===== src/shared/bdc_pkg.sv =====
// constants and types for the board dram controller with bus time-out monitor
// assumes one 100 MHz clock and a synchronous active-high reset
package bdc_pkg;
  // ==========================================================================
  // timing
  localparam int TIMEOUT_CLOCKS = 1024;
  localparam int WRITE_CAS_CLOCKS = 1;
  localparam int STRETCH_MARGIN = 2;
  localparam int CNT_W = 4;
  localparam int TO_W = 11;
  // ==========================================================================
  // controller states
  typedef enum logic [5:0] {
    BDC_IDLE  = 6'h01,
    BDC_PRE   = 6'h02,
    BDC_RAS   = 6'h04,
    BDC_CAS   = 6'h08,
    BDC_DONE  = 6'h10,
    BDC_WAITE = 6'h20
  } bdc_state_t;
endpackage


===== src/rtl/bdc_timeout.sv =====
// bus time-out monitor: counts clocks of an unfinished bus cycle
// assumes the cycle strobe and completion level are synchronous to clock
`timescale 1ns/10ps
`default_nettype none
module bdc_timeout #(
  parameter int LIMIT = bdc_pkg::TIMEOUT_CLOCKS
) (
  // clock and reset
  input  wire logic clock,
  input  wire logic rst,
  // bus cycle
  input  wire logic cycle_active,
  input  wire logic cycle_done,
  // software clear
  input  wire logic request_clear,
  // results
  output logic      force_ready,
  output logic      timeout_indicator,
  output logic      nmi_factor,
  output logic      bus_error_interrupt_line
);
  logic [bdc_pkg::TO_W-1:0] count;
  logic                     hit_limit;

  // ==========================================================================
  // counter
  assign hit_limit = (count == bdc_pkg::TO_W'(LIMIT - 1)) && cycle_active && !cycle_done;

  // restarts from zero whenever no cycle runs, so each cycle is timed afresh
  always_ff @(posedge clock) begin
    if (rst || !cycle_active || cycle_done || force_ready) begin
      count <= '0;
    end else begin
      count <= count + 1'b1;
    end
  end

  // one-cycle forced ready ends the stalled cycle
  always_ff @(posedge clock) begin
    if (rst) begin
      force_ready <= 1'b0;
    end else begin
      force_ready <= hit_limit;
    end
  end

  // sticky flags; a new time-over in the clear cycle wins over the clear
  always_ff @(posedge clock) begin
    if (rst) begin
      timeout_indicator        <= 1'b0;
      nmi_factor               <= 1'b0;
      bus_error_interrupt_line <= 1'b0;
    end else if (hit_limit) begin
      timeout_indicator        <= 1'b1;
      nmi_factor               <= 1'b1;
      bus_error_interrupt_line <= 1'b1;
    end else if (request_clear) begin
      timeout_indicator        <= 1'b0;
      nmi_factor               <= 1'b0;
      bus_error_interrupt_line <= 1'b0;
    end
  end
endmodule
`default_nettype wire


===== src/rtl/bdc_dram_ctrl.sv =====
// dram controller between the processor bus and dram with bus time-out monitor
// assumes processor strobes synchronous to clock and dram timing set by ports
`timescale 1ns/10ps
`default_nettype none
module bdc_dram_ctrl #(
  parameter int ADDR_W  = 22,
  parameter int ROW_LSB = 11,
  parameter int LANES   = 4,
  parameter int LIMIT   = bdc_pkg::TIMEOUT_CLOCKS
) (
  // clock and reset
  input  wire logic                       clock,
  input  wire logic                       rst,
  // processor bus
  input  wire logic                       address_strobe,
  input  wire logic                       data_strobe_n,
  input  wire logic                       dram_select,
  input  wire logic                       write,
  input  wire logic [ADDR_W-1:0]          address,
  input  wire logic [LANES-1:0]           byte_enable,
  output logic                            wait_n,
  // configuration
  input  wire logic                       page_mode,
  input  wire logic [bdc_pkg::CNT_W-1:0]  precharge_clocks,
  input  wire logic [bdc_pkg::CNT_W-1:0]  ras_low_clocks,
  input  wire logic [bdc_pkg::CNT_W-1:0]  read_cas_clocks,
  // dram
  output logic                            row_strobe_n,
  output logic [LANES-1:0]                byte_column_strobe_n,
  output logic                            write_enable_n,
  output logic                            row_hit,
  // time-out monitor
  input  wire logic                       request_clear,
  output logic                            timeout_indicator,
  output logic                            nmi_factor,
  output logic                            bus_error_interrupt_line
);
  localparam int CW = bdc_pkg::CNT_W;
  localparam int RW = ADDR_W - ROW_LSB;

  bdc_pkg::bdc_state_t state;
  logic [CW-1:0]       count;
  logic [CW-1:0]       ras_count;
  logic [RW-1:0]       open_row;
  logic                row_open;
  logic                first_of_run;
  logic                cycle_active;
  logic                dram_done;
  logic                force_ready;
  logic                same_row;
  logic [CW-1:0]       cas_width;

  // ==========================================================================
  // helpers
  // at least one clock for any programmed count
  function automatic logic [CW-1:0] at_least_one(input logic [CW-1:0] v);
    return (v == '0) ? CW'(1) : v;
  endfunction

  // read column width, stretched on a first access when the row-low minimum is at least two above it
  function automatic logic [CW-1:0] read_width(input logic [CW-1:0] ras,
                                               input logic [CW-1:0] cas,
                                               input logic          first);
    logic [CW:0] need;
    need = {1'b0, cas} + (CW+1)'(bdc_pkg::STRETCH_MARGIN);
    if (first && ({1'b0, ras} >= need)) begin
      return ras - CW'(1);
    end
    return at_least_one(cas);
  endfunction

  // ==========================================================================
  // cycle decode
  assign cycle_active = address_strobe || !data_strobe_n;
  assign same_row     = row_open && (address[ADDR_W-1:ROW_LSB] == open_row);

  // width chosen when the column strobe opens
  always_comb begin
    cas_width = CW'(bdc_pkg::WRITE_CAS_CLOCKS);
    if (!write) begin
      cas_width = read_width(ras_low_clocks, read_cas_clocks, first_of_run || !page_mode);
    end else if (!page_mode && ras_low_clocks >= CW'(bdc_pkg::STRETCH_MARGIN)) begin
      cas_width = ras_low_clocks - CW'(1);
    end
  end

  // ==========================================================================
  // time-out monitor
  bdc_timeout #(
    .LIMIT(LIMIT)
  ) u_timeout (
    .clock                   (clock),
    .rst                     (rst),
    .cycle_active            (cycle_active),
    .cycle_done              (dram_done),
    .request_clear           (request_clear),
    .force_ready             (force_ready),
    .timeout_indicator       (timeout_indicator),
    .nmi_factor              (nmi_factor),
    .bus_error_interrupt_line(bus_error_interrupt_line)
  );

  // ==========================================================================
  // main sequencer
  // one process owns state and strobes so the dram pins never glitch apart
  always_ff @(posedge clock) begin
    if (rst) begin
      state                <= bdc_pkg::BDC_IDLE;
      count                <= '0;
      ras_count            <= '0;
      row_strobe_n         <= 1'b1;
      byte_column_strobe_n <= '1;
      write_enable_n       <= 1'b1;
      wait_n               <= 1'b1;
      dram_done            <= 1'b0;
    end else begin
      dram_done <= 1'b0;
      if (ras_count != '0) begin
        ras_count <= ras_count - CW'(1);
      end
      unique case (state)
        bdc_pkg::BDC_IDLE: begin
          wait_n <= 1'b1;
          if (!data_strobe_n && dram_select && wait_n) begin
            wait_n         <= 1'b0;
            write_enable_n <= !write;
            if (page_mode && same_row) begin
              // page hit skips row open, saving at least one wait
              state <= bdc_pkg::BDC_CAS;
              count <= cas_width;
              byte_column_strobe_n <= ~byte_enable;
            end else if (!row_strobe_n) begin
              // row left open by page mode and not hit: close and precharge first
              row_strobe_n <= 1'b1;
              state        <= bdc_pkg::BDC_PRE;
              count        <= at_least_one(precharge_clocks);
            end else if (count != '0) begin
              state <= bdc_pkg::BDC_PRE;
            end else begin
              row_strobe_n <= 1'b0;
              state        <= bdc_pkg::BDC_RAS;
              ras_count    <= at_least_one(ras_low_clocks);
            end
          end else if (count != '0) begin
            count <= count - CW'(1); // trailing precharge of last access
          end
        end
        bdc_pkg::BDC_PRE: begin
          if (count <= CW'(1)) begin
            count        <= '0;
            row_strobe_n <= 1'b0;
            state        <= bdc_pkg::BDC_RAS;
            ras_count    <= at_least_one(ras_low_clocks);
          end else begin
            count <= count - CW'(1);
          end
        end
        bdc_pkg::BDC_RAS: begin
          byte_column_strobe_n <= ~byte_enable;
          count                <= cas_width;
          state                <= bdc_pkg::BDC_CAS;
        end
        bdc_pkg::BDC_CAS: begin
          if (count <= CW'(1)) begin
            byte_column_strobe_n <= '1;
            wait_n               <= 1'b1;
            dram_done            <= 1'b1;
            state                <= bdc_pkg::BDC_DONE;
          end else begin
            count <= count - CW'(1);
          end
        end
        bdc_pkg::BDC_DONE: begin
          if (page_mode) begin
            state <= bdc_pkg::BDC_WAITE;
          end else if (ras_count == '0) begin
            // normal mode closes the row every access, never before the row-low minimum
            row_strobe_n <= 1'b1;
            count        <= at_least_one(precharge_clocks);
            state        <= bdc_pkg::BDC_WAITE;
          end
        end
        bdc_pkg::BDC_WAITE: begin
          write_enable_n <= 1'b1;
          if (count != '0) begin
            count <= count - CW'(1);
          end
          if (data_strobe_n) begin
            state <= bdc_pkg::BDC_IDLE; // wait for processor to end its cycle
          end
        end
        default: begin
          state <= bdc_pkg::BDC_IDLE;
        end
      endcase
      if (force_ready) begin
        // stalled cycle ended by the monitor; drop everything
        wait_n               <= 1'b1;
        row_strobe_n         <= 1'b1;
        byte_column_strobe_n <= '1;
        write_enable_n       <= 1'b1;
        state                <= bdc_pkg::BDC_WAITE;
        count                <= at_least_one(precharge_clocks);
      end
    end
  end

  // ==========================================================================
  // open row tracking
  always_ff @(posedge clock) begin
    if (rst) begin
      open_row     <= '0;
      row_open     <= 1'b0;
      first_of_run <= 1'b1;
      row_hit      <= 1'b0;
    end else begin
      if (state == bdc_pkg::BDC_IDLE && !data_strobe_n && dram_select && wait_n) begin
        row_hit      <= same_row;
        first_of_run <= !(page_mode && same_row);
        open_row     <= address[ADDR_W-1:ROW_LSB];
      end
      if (state == bdc_pkg::BDC_CAS) begin
        first_of_run <= 1'b0;
      end
      if (state == bdc_pkg::BDC_RAS) begin
        row_open <= page_mode;
      end
      if (force_ready || (state == bdc_pkg::BDC_DONE && !page_mode)) begin
        row_open <= 1'b0;
      end
    end
  end
endmodule
`default_nettype wire


===== config.mk =====
export PLATFORM = sky130hd
export DESIGN_NAME = bdc_dram_ctrl
export DESIGN_NICKNAME = d
export VERILOG_FILES = /design/src/shared/bdc_pkg.sv /design/src/rtl/bdc_timeout.sv /design/src/rtl/bdc_dram_ctrl.sv
export SDC_FILE = /design/constraint.sdc
export NUM_CORES = 1
export LEC_CHECK = 0
export BUFFER_PORTS_ARGS = -buffer_cell sky130_fd_sc_hd__buf_2
export CELL_PAD_IN_SITES_DETAIL_PLACEMENT = 1
export CELL_PAD_IN_SITES_GLOBAL_PLACEMENT = 1
export CORE_ASPECT_RATIO = 0.8
export CORE_MARGIN = 2
export CORE_UTILIZATION = 45
export DETAILED_ROUTE_END_ITERATION = 10
export MAX_ROUTING_LAYER = met4
export PLACE_DENSITY_LB_ADDON = 0.1
export SLEW_MARGIN = 20
export SYNTH_ARGS = -nofsm -noshare
export SYNTH_HDL_FRONTEND = slang
export SYNTH_SLANG_ARGS = --single-unit

===== constraint.sdc =====
create_clock -name clock -period 4.6 [get_ports clock]
set_input_delay 0.46 -clock clock [delete_from_list [all_inputs] [get_ports clock]]
set_output_delay 0.46 -clock clock [all_outputs]
set_load 0.05 [all_outputs]

**Word-level counts from Yosys, hierarchy flattened**

Cells that the tools add are included.

- Bits in registers: 49
- Bits of input ports: 46

- Add/sub/neg operators: 5
- Magnitude comparators: 3
- Equal/unequal tests: 26
- Multiplexer cells: 59
- Bitwise operators: 2
- Reductions and logical operators: 47

Operators with widths:

| cell | number |
|---|---|
| $mux W4 | 26 |
| $mux W6 | 7 |
| $pmux W6 S6 | 1 |
| $pmux W4 S6 | 1 |
| $ne A3 B2 Y1 const B | 7 |
| $mux W1 | 17 |
| $logic_not A4 Y1 | 4 |
| $reduce_and A5 Y1 | 3 |
| $ne A2 B2 Y1 const B | 7 |
| $logic_and A1 B1 Y1 | 12 |
| $pmux W4 S3 | 1 |
| $sub A4 B1 Y4 const B | 3 |
| $add A11 B1 Y11 const B | 1 |
| $eq A11 B10 Y1 const B | 1 |
| $eq A11 B11 Y1 | 1 |
| $pmux W4 S2 | 1 |
| $reduce_bool A2 Y1 | 4 |
| $reduce_bool A4 Y1 | 2 |
| $reduce_bool A7 Y1 | 1 |
| $eq A6 B1 Y1 const B | 1 |
| $eq A6 B2 Y1 const B | 1 |
| $eq A6 B3 Y1 const B | 1 |
| $eq A6 B4 Y1 const B | 1 |
| $eq A6 B5 Y1 const B | 1 |
| 21 further kinds | 37 |

**Logic depth before layout (Yosys ltp)**

Gate-level depths: netlist of run 1.

- Depth in word-level cells: 11
- Depth in mapped cells: 10
- Mapped depth without buffers: 10

**By module**

From an unflattened synthesis of run 1, not the netlist that was laid out.

- Cell total of the unflattened synthesis: 398
- Area, all modules: 3179.3 µm²

By module, submodules not included:

| module | times used | cells each | area each (µm²) | seq. area each (µm²) |
|---|---|---|---|---|
| bdc_dram_ctrl | 1 | 339 | 2628.8 | 720.7 |
| bdc_timeout | 1 | 59 | 550.5 | 260.2 |

**Least setup slack after synthesis of run 1**

No wires, ideal clock.

- Path kind: input-to-reg
- Start: in read_cas_clocks[1] in the netlist's numbering
- End: reg count[2]
- Library setup time: 0.086 ns
- Data arrival time: 2.464 ns
- Data required time: 4.514 ns
- Path slack: 2.050 ns
- Cell stages on the path: 10
- Buffers on the path: 0
- Cells stage by stage: ha_1 > inv_1 > ha_1 > a211o_1 > a31oi_1 > or2_2 > a21oi_1 > o311ai_1 > o211ai_1 > a221oi_2

- Longest elaborated chain between the ends: 11
- Elaborated cells between the ends (all ways): 13
- Those cells by class: add/sub (1); order compare (1); mux (9); reduce/logical (2)

RTL lines:

| element | RTL line | RTL |
|---|---|---|
| start: declaration | bdc_dram_ctrl.sv:26 | `input wire logic [bdc_pkg::CNT_W-1:0] read_cas_clocks,` |
| $add A4 B2 Y5 | bdc_dram_ctrl.sv:65 | `need = {1'b0, cas} + (CW+1)'(bdc_pkg::STRETCH_MARGIN);` |
| $ge A4 B5 Y1 | bdc_dram_ctrl.sv:66 | `if (first && ({1'b0, ras} >= need)) begin` |
| $logic_and A1 B1 Y1 | bdc_dram_ctrl.sv:66 |  |
| $mux W1 | bdc_dram_ctrl.sv:66 |  |
| $mux W1 | bdc_dram_ctrl.sv:80 | `if (!write) begin` |
| $mux W4 (*) | bdc_dram_ctrl.sv:69 | `return at_least_one(cas);` |
| $mux W4 (*) | bdc_dram_ctrl.sv:80 |  |
| $mux W4 | bdc_dram_ctrl.sv:127 | `if (page_mode && same_row) begin` |
| $mux W4 | bdc_dram_ctrl.sv:124 | `if (!data_strobe_n && dram_select && wait_n) begin` |
| $pmux W4 S6 (*) | bdc_dram_ctrl.sv:121 | `unique case (state)` |
| $mux W4 (*) | bdc_dram_ctrl.sv:196 | `if (force_ready) begin` |
| end signal: assignment | bdc_dram_ctrl.sv:130 | `count <= cas_width;` |
| end signal: assignment | bdc_dram_ctrl.sv:136 | `count <= at_least_one(precharge_clocks);` |
| end signal: assignment | bdc_dram_ctrl.sv:203 | `count <= at_least_one(precharge_clocks);` |
| end: declaration | bdc_dram_ctrl.sv:42 | `logic [CW-1:0] count;` |

Every way passes the cells marked *; elsewhere a longest branch is shown, timed or not. The select of a mux whose other input is x is not followed.
A chain may end at the register's enable or synchronous reset.

**Final worst setup path of run 1**

- Start: in read_cas_clocks[1] in the netlist's numbering
- End: reg count[0]

Same word-level chain as after synthesis.

==> results.txt, run 1 <==
----------------------------------------------------
[Place]
  Routability congestion estimate from global placement ... 0.893
  Final HPWL from detailed placement ... 6.37 mm
  Area after DPL ... 0.00333 mm²
  IO Port Bufs ... 45

[CTS]
  CTS Buf Count ... 5
  Number of setup buffers added after CTS ... 0
  Clock buffer depth ... 2
  Sinks on the clock net ... 49
  Count of instances resized after the clock tree is built ... 0
  Clock transition at the register clock pins on the worst setup and hold paths after CTS ... 0.10 ns
  Clock latency on the worst-skew pair ... 0.32 ns
  Clock tree from TritonCTS ... done
  H-tree level count ... 2
  Hold buffer count at CTS ... 0
  Clock tree root driver cell ... clkbuf_8

[Floorplan]
  Die height ... 78.1 µm
  I/O pin count ... 57
  Floorplan core area ... 0.00651 mm²
  Effective utilization at floorplan ... 47.5%
  Cell Rows ... 26
  Area of the die ... 0.00755 mm²
  Die X ... 96.6 µm

[Pwr]
  Net switching share of the total power ... 41.4%
  Relative contribution of the clock network to total power ... 20.0%
  Flop pwr share ... 33.5%
  Gate power share ... 46.5%
  Net switching power of the design ... 696 µW
  P_leak ... 0.00133 µW
  Total power after layout ... 1680 µW
  Largest vdd supply drop ... 290 µV
  Power per cell area ... 488 mW/mm²
  Int Power ... 987 µW

[Run]
  Count of max-cap constraint violations ... 0

[Setup path]
  Critical register-to-register path endpoint ... ras_count[0]
  Cell depth of the worst flop-to-flop path ... 6
  Data required time at the worst endpoint ... 4.78 ns
  Setup Crit Path Kind ... in2reg
  Crit path arrival time ... 2.84 ns
  Top fanout value on the critical path ... 6
  CP max stage delay ... 0.39 ns
  Cell breakdown of the critical path ... buf_2 -> ha_1 -> inv_1 -> ha_1 -> a211o_1 -> a31oi_1 -> or2_2 -> a22o_1 -> a32oi_1 -> nor4b_2 -> a2111oi_2
  Crit end category ... register
  Cell repeated most along the worst path ... ha_1
  Startpoint kind of the worst setup timing path ... primary input
  Critical Path Slowest Stage Cell ... a31oi_1
  Critical path launch point ... read_cas_clocks[1]
  Reg-to-reg critical path startpoint ... state[2]
  Slack of the worst reg-to-reg path ... 1.98 ns

[Final layout]
  Finished Cell Area ... 0.00345 mm²
  Share of layout cells above drive strength 1 ... 18.8%
  Antenna Cells ... 0
  Post-layout nets ... 466
  Layout-stage area growth over the synthesis result ... 11.7%
  Final core area utilization ... 53.1%

[Synth]
  Yosys reg bits ... 49
  Sequential-to-total area share from yosys stat ... 31.8%
  Cells after synthesis ... 373
  Synth warn ... 0
  Post-synth EDFFs ... 0
  Avg Inst Size Synth ... 8.28 µm²
  Most used DFF post-synth ... dfxtp_1
  Unique cell type count in the Yosys netlist ... 67
  Synthesized cell area ... 0.00309 mm²
  Post-Synthesis Net Count ... 431
  Async SR Flop Fraction ... 0%

[STA]
  Worst slew slack as a fraction of its limit ... 48.0%
  Final-layout setup total negative slack ... 0 ns
  Hold violation total from the final report ... 0
  Count of final max-slew check failures ... 0
  Hold WS ... 0.307 ns
  Share of the clock period used by the worst path ... 57.8%
  RSZ-0062 raised after global routing ... no
  Worst-Margin Slew ... 0.773 ns
  Final Setup Violations ... 0
  Final critical-path required period ... 2.66 ns
  Maximum frequency from static timing analysis ... 376 MHz
  Worst clock skew ... 0.00669 ns

[Global routing]
  Aggregate global-route resource usage ... 23.7%
  Global-route wire length before repair ... 14.2 mm
  Number of antenna violations at the first check in global routing ... 0
  Via count of the first global-routing pass ... 2794
  GR Overflow Total ... 0
  Maximum number of pins on one net before global-route repair ... 30

[Detailed routing]
  Remaining DRCs ... 0
  Pre-Repair DR Iteration Count ... 4
  Post-DRT Antenna Nets ... 0
  Wire length after detailed routing ... 8.52 mm
  Via count ... 2892
  Per-cell routed wire length ... 17.3 µm
  Number of DRC markers after the initial detailed-route iteration ... 102
  Vias per cell ... 5.87

[Min path]
  Startpoint of the lowest-slack hold path ... byte_enable[2]
  Worst hold path type ... in2reg
  Worst hold endpoint ... byte_column_strobe_n[2]
  Hold path depth ... 2

[Run status]
  Outcome ... finished clean

----------------------------------------------------
-- worst max-delay path by stage --
stage               slack [ns]            to
floorplan                 2.05      count[2]
global placement          1.69      count[0]
detailed placement        1.63      count[0]
CTS                       1.97      count[0]
global route              1.74  ras_count[0]
finish                    1.94      count[0]
-- critical path: cells and delay by family --
kind	cells	cell delay, ns
AO/OA/AOI/OAI	5	1.07
AND/OR/NAND/NOR	2	0.58
adder cells (fa/ha/maj)	2	0.56
buffers and inverters	2	0.17
-- power by group through the flow --
stage / Clock [µW] / Sequential [µW] / Combinational [µW]
final: 337 / 563 / 783
after global routing: 360 / 573 / 870
after CTS: 343 / 562 / 779
after detailed placement: 0 / 572 / 771
after global placement: 0 / 568 / 752
after floorplan: 0 / 566 / 597
-- layout by cell type (no fill, tap or decap), drive strengths merged, types with 5 or more instances in the layout --
master / Yosys / layout
clkbuf: 6 / 6
a211oi: 9 / 9
o21ai: 15 / 15
nand4: 6 / 6
inv: 14 / 14
nand2: 42 / 42
buf: 11 / 45
a2bb2oi: 5 / 5
ha: 12 / 12
and3b: 6 / 6
a21oi: 31 / 31
nor2: 34 / 34
nand3b: 5 / 5
xnor2: 21 / 21
xor2: 9 / 9
dfxtp: 49 / 49
nor3: 18 / 18
nand3: 13 / 13
-- sequential cells by signal, summed over array words and instances (netlist names) --
signal and cells:
ras_count 4, dram_done 1, first_of_run 1, write_enable_n 1
row_strobe_n 1, byte_column_strobe_n 4, state 6, wait_n 1
u_timeout.force_ready 1, open_row 11, u_timeout.count 11, row_open 1
u_timeout.bus_error_interrupt_line 1, row_hit 1, count 4
-- kinds of logic (layout without fill, tap and decap cells) --
group	after synthesis	count (layout)	synth area share [%]
compound gates	95	95	22.2
xor+xnor	30	30	8.51
fa+ha+maj	12	12	4.86
buf+inv	31	67	4.54
flops	49	49	31.8
mux	4	4	1.38
simple gates	152	152	26.8
-- cell usage after synthesis (all sizes together) (4+ instances only) --
master    n  area (µm²)
nand2    42         158
nor4      4        46.3
and3b     6        53.8
xor2      9        78.8
nor3     18         106
a21oi    31         155
buf      11        65.1
dfxtp    49         981
inv      14        52.6
o21ai    15        75.1
or2       4        25.0
ha       12         150
nand3    13        65.1
nand4     6        37.5
and3      4        25.0
a211oi    9        77.6
nor2     34         130
xnor2    21         184
clkbuf    6        22.5
nand3b    5        37.5
a2bb2oi   5        43.8
-- final cells by class --
| type | count | area [µm²] |
|---|---|---|
| inverters | 14 | 52.6 |
| flip-flops and latches | 49 | 981 |
| well taps | 84 | 105 |
| fillers | 812 | 3050 |
| clock inverters | 2 | 37.5 |
| multi-input cells | 293 | 1970 |
| clock buffers | 6 | 82.6 |
| repair buffers | 45 | 225 |
-- per-stage QoR --
stage          setup slack [ns]  std cells
5_1_grt                    1.74        493
3_3_place_gp               1.69        485
4_1_cts                    1.97        493
3_5_place_dp               1.63        485
2_1_floorplan              2.05        373
6_report                   1.94        493
-- layer usage --
layer / up-vias / share of wire [%] / GRT usage, %
met1: 1406 / 52 / 33.4
met5: - / 0 / -
met3: 10 / 4.2 / 5.08
met2: 52 / 43 / 35.3
met4: 0 / 0.96 / 4.93
li1: 1424 / - / -
(Power assumes the default switching activity.)
==> run 2, diff against run 1 <==
--- a/config.mk
+++ b/config.mk
@@ -10,7 +10,7 @@
 export CELL_PAD_IN_SITES_GLOBAL_PLACEMENT = 1
 export CORE_ASPECT_RATIO = 0.8
 export CORE_MARGIN = 2
-export CORE_UTILIZATION = 45
+export CORE_UTILIZATION = 41
 export DETAILED_ROUTE_END_ITERATION = 10
 export MAX_ROUTING_LAYER = met4
 export PLACE_DENSITY_LB_ADDON = 0.1
==> constraint.sdc (replaced) <==
create_clock -name clock -period 2.8 [get_ports clock]
set_input_delay 0.28 -clock clock [delete_from_list [all_inputs] [get_ports clock]]
set_output_delay 0.28 -clock clock [all_outputs]
set_load 0.05 [all_outputs]
==> run 2 against run 1 <==
Net effect:
- register-to-register slack got worse by 1.6 ns
- global-route usage fell by 0.24 points
- worst hold slack worse by 0.18 ns
- critical path depth shrank 2
- combinational power up 70%
- cell count rose by 2.8%
==> results.txt, run 2 (synthesis gave the netlist of run 1 again) <==
----------------------------------------------------
[CTS]
  Clock latency on the worst-skew pair ... 0.31 ns (was 0.32 ns)
  Sinks on the clock net ... 49 (unchanged)
  Count of instances resized after the clock tree is built ... 0 (unchanged)
  Clock tree from TritonCTS ... done (unchanged)
  Number of setup buffers added after CTS ... 0 (unchanged)
  Clock tree root driver cell ... clkbuf_8 (unchanged)
  Hold buffer count at CTS ... 0 (unchanged)
  Clock transition at the register clock pins on the worst setup and hold paths after CTS ... 0.10 ns (about the same)
  Clock buffer depth ... 2 (unchanged)
  CTS Buf Count ... 5 (unchanged)
  H-tree level count ... 2 (unchanged)

[Floorplan]
  Die X ... 101 µm (was 96.6 µm)
  Effective utilization at floorplan ... 42.0% (was 47.5%)
  Cell Rows ... 28 (was 26)
  I/O pin count ... 57 (unchanged)
  Floorplan core area ... 0.00736 mm² (was 0.00651 mm²)
  Die height ... 81.6 µm (was 78.1 µm)
  Area of the die ... 0.00825 mm² (was 0.00755 mm²)

[STA]
  Worst clock skew ... 0.00401 ns (was 0.00669 ns)
  Maximum frequency from static timing analysis ... 417 MHz
  Worst slew slack as a fraction of its limit ... 57.1% (was 48.0%)
  Hold WS ... 0.131 ns (was 0.307 ns)
  Final critical-path required period ... 2.40 ns
  Worst-Margin Slew ... 0.643 ns (was 0.773 ns)
  Hold violation total from the final report ... 0 (unchanged)
  Share of the clock period used by the worst path ... 85.7%
  Count of final max-slew check failures ... 0 (unchanged)
  RSZ-0062 raised after global routing ... no (unchanged)
  Final-layout setup total negative slack ... 0 ns (unchanged)
  Final Setup Violations ... 0 (unchanged)
  Worst-case setup margin in the final layout ... 0.401 ns (was 1.94 ns)

[Setup path]
  Startpoint kind of the worst setup timing path ... register (was primary input)
  Cell breakdown of the critical path ... inv_1 -> ha_1 -> nor3b_4 -> xnor2_1 -> a211o_1 -> o221ai_1 -> a32oi_1 -> nor4b_2 -> a2111oi_2 (was buf_2 -> ha_1 -> inv_1 -> ha_1 -> a211o_1 -> a31oi_1 -> or2_2 -> a22o_1 -> a32oi_1 -> nor4b_2 -> a2111oi_2)
  Data required time at the worst endpoint ... 2.97 ns (was 4.78 ns)
  Crit path arrival time ... 2.57 ns (was 2.84 ns)
  Critical Path Slowest Stage Cell ... nor3b_4 (was a31oi_1)
  Top fanout value on the critical path ... 7 (was 6)
  Setup Crit Path Kind ... reg2reg (was in2reg)
  CP max stage delay ... 0.40 ns (was 0.39 ns)
  Buffering stage count on the worst path with inverters included ... 1 (was 2)
  Top delay family on crit path ... simple AND/OR/NAND/NOR gates (was compound AO/OA/AOI/OAI gates)
  Crit end category ... register (unchanged)

[Final layout]
  Most common cell after layout, fill and taps aside ... dfxtp_1 (unchanged)
  Fill cell instance count of the final layout ... 934 (was 812)
  Footprint of the multi-input gates ... 0.00197 mm² (unchanged)
  Leading cell types in the layout, fill and taps excluded ... dfxtp_1 (49), buf_2 (45), nand2_1 (42) (unchanged)
  Antenna Cells ... 0 (unchanged)
  Share of layout cells above drive strength 1 ... 20.4% (was 18.8%)
  Storage cell area ... 981 µm² (unchanged)
  Registers with the most flip-flops ... open_row (11), u_timeout.count (11), state (6) (unchanged)
  Layout-stage area growth over the synthesis result ... 13.2% (was 11.7%)
  Post-layout nets ... 474 (was 466)

[Min path]
  Worst hold path type ... in2reg (unchanged)

[Pwr]
  Total power after layout ... 2720 µW (was 1680 µW)
  Power per cell area ... 779 mW/mm² (was 488 mW/mm²)
  Largest vdd supply drop ... 230 µV (was 290 µV)
  P_leak ... 0.00136 µW (was 0.00133 µW)

[Global routing]
  Via count of the first global-routing pass ... 2971 (was 2794)
  Aggregate global-route resource usage ... 23.5% (was 23.7%)
  Number of antenna violations at the first check in global routing ... 0 (unchanged)
  Global-route wire length before repair ... 14.9 mm (was 14.2 mm)
  Maximum number of pins on one net before global-route repair ... 30 (unchanged)
  GR Overflow Total ... 0 (unchanged)

[Place]
  Final HPWL from detailed placement ... 6.91 mm (was 6.37 mm)
  Routability congestion estimate from global placement ... 0.882 (was 0.893)
  Pre-CTS setup slack ... 0.136 ns (was 1.63 ns)
  IO Port Bufs ... 45 (unchanged)

[Detailed routing]
  Wire length after detailed routing ... 8.96 mm (was 8.52 mm)
  Vias per cell ... 5.77 (was 5.87)
  Number of DRC markers after the initial detailed-route iteration ... 103 (was 102)
  Remaining DRCs ... 0 (unchanged)
  Via count ... 2926 (was 2892)
  Post-DRT Antenna Nets ... 0 (unchanged)
  Pre-Repair DR Iteration Count ... 4 (unchanged)
  Per-cell routed wire length ... 17.7 µm (was 17.3 µm)

[Run]
  Count of max-cap constraint violations ... 0 (unchanged)

[Run status]
  Outcome ... finished clean (unchanged)

----------------------------------------------------
-- run 2: cell types whose count changed in the layout (fill, tap and decap cells not counted), sizes merged --
cell      previous run  this run
clkinv               0         1
clkbuf               6         5
inv                 14        16
clkinvlp             1         0
bufinv               1         0
buf                 45        53
-- run 2: layer usage --
| metal | up-vias | global-route usage (%) | wire length [µm] |
|---|---|---|---|
| li1 | 1437 | - | - |
| met1 | 1417 | 33.1 | 4450 |
| met2 | 66 | 36.7 | 4130 |
| met3 | 6 | 2.72 | 330 |
| met4 | 0 | 4.59 | 57 |
| met5 | - | - | 0 |
-- run 2: path summary, 6_finish.rpt --
check / start / endpoint / slack, ns / depth (start not counted)
setup / recovery: count[1] / count[0] / 0.40 / 9
hold / removal: byte_enable[1] / byte_column_strobe_n[1] / 0.13 / 2
setup reg to reg: count[1] / count[0] / 0.40 / 9
hold reg to reg: row_hit / row_hit / 0.47 / 2
-- run 2: report_power, final --
part	internal [µW]	switching, µW	total, µW	leakage [µW]
sequential	795	132	927	0.000399
combinational	569	763	1330	0.000908
clock	188	277	465	0.0000506
total	1550	1170	2720	0.00136
-- run 2: layout make-up --
type                       instances  share of cell area (%)
timing repair buffer              53                    8.16
clock inverter                     3                   0.823
clock buffer                       5                    1.97
sequential                        49                    28.1
multi-input combinational        293                    56.3
inverter                          14                    1.50
tap                               90                    3.22
-- run 2: worst reg2reg max path: stages (launching register included) --
cell and delay (ns):
dfxtp_1 0.34, inv_1 0.17, ha_1 0.19, nor3b_4 0.40, xnor2_1 0.18, a211o_1 0.31, o221ai_1 0.16, a32oi_1 0.09
nor4b_2 0.34, a2111oi_2 0.09
-- run 2: stage by stage --
step / util [%] / cell area [µm²] / cells
finish: 47.5 / 3500 / 507
global route: 47.5 / 3500 / 507
CTS: 47.5 / 3500 / 507
detailed placement: 46.2 / 3400 / 499
global placement: 46.2 / 3400 / 499
floorplan: - / 3090 / 373
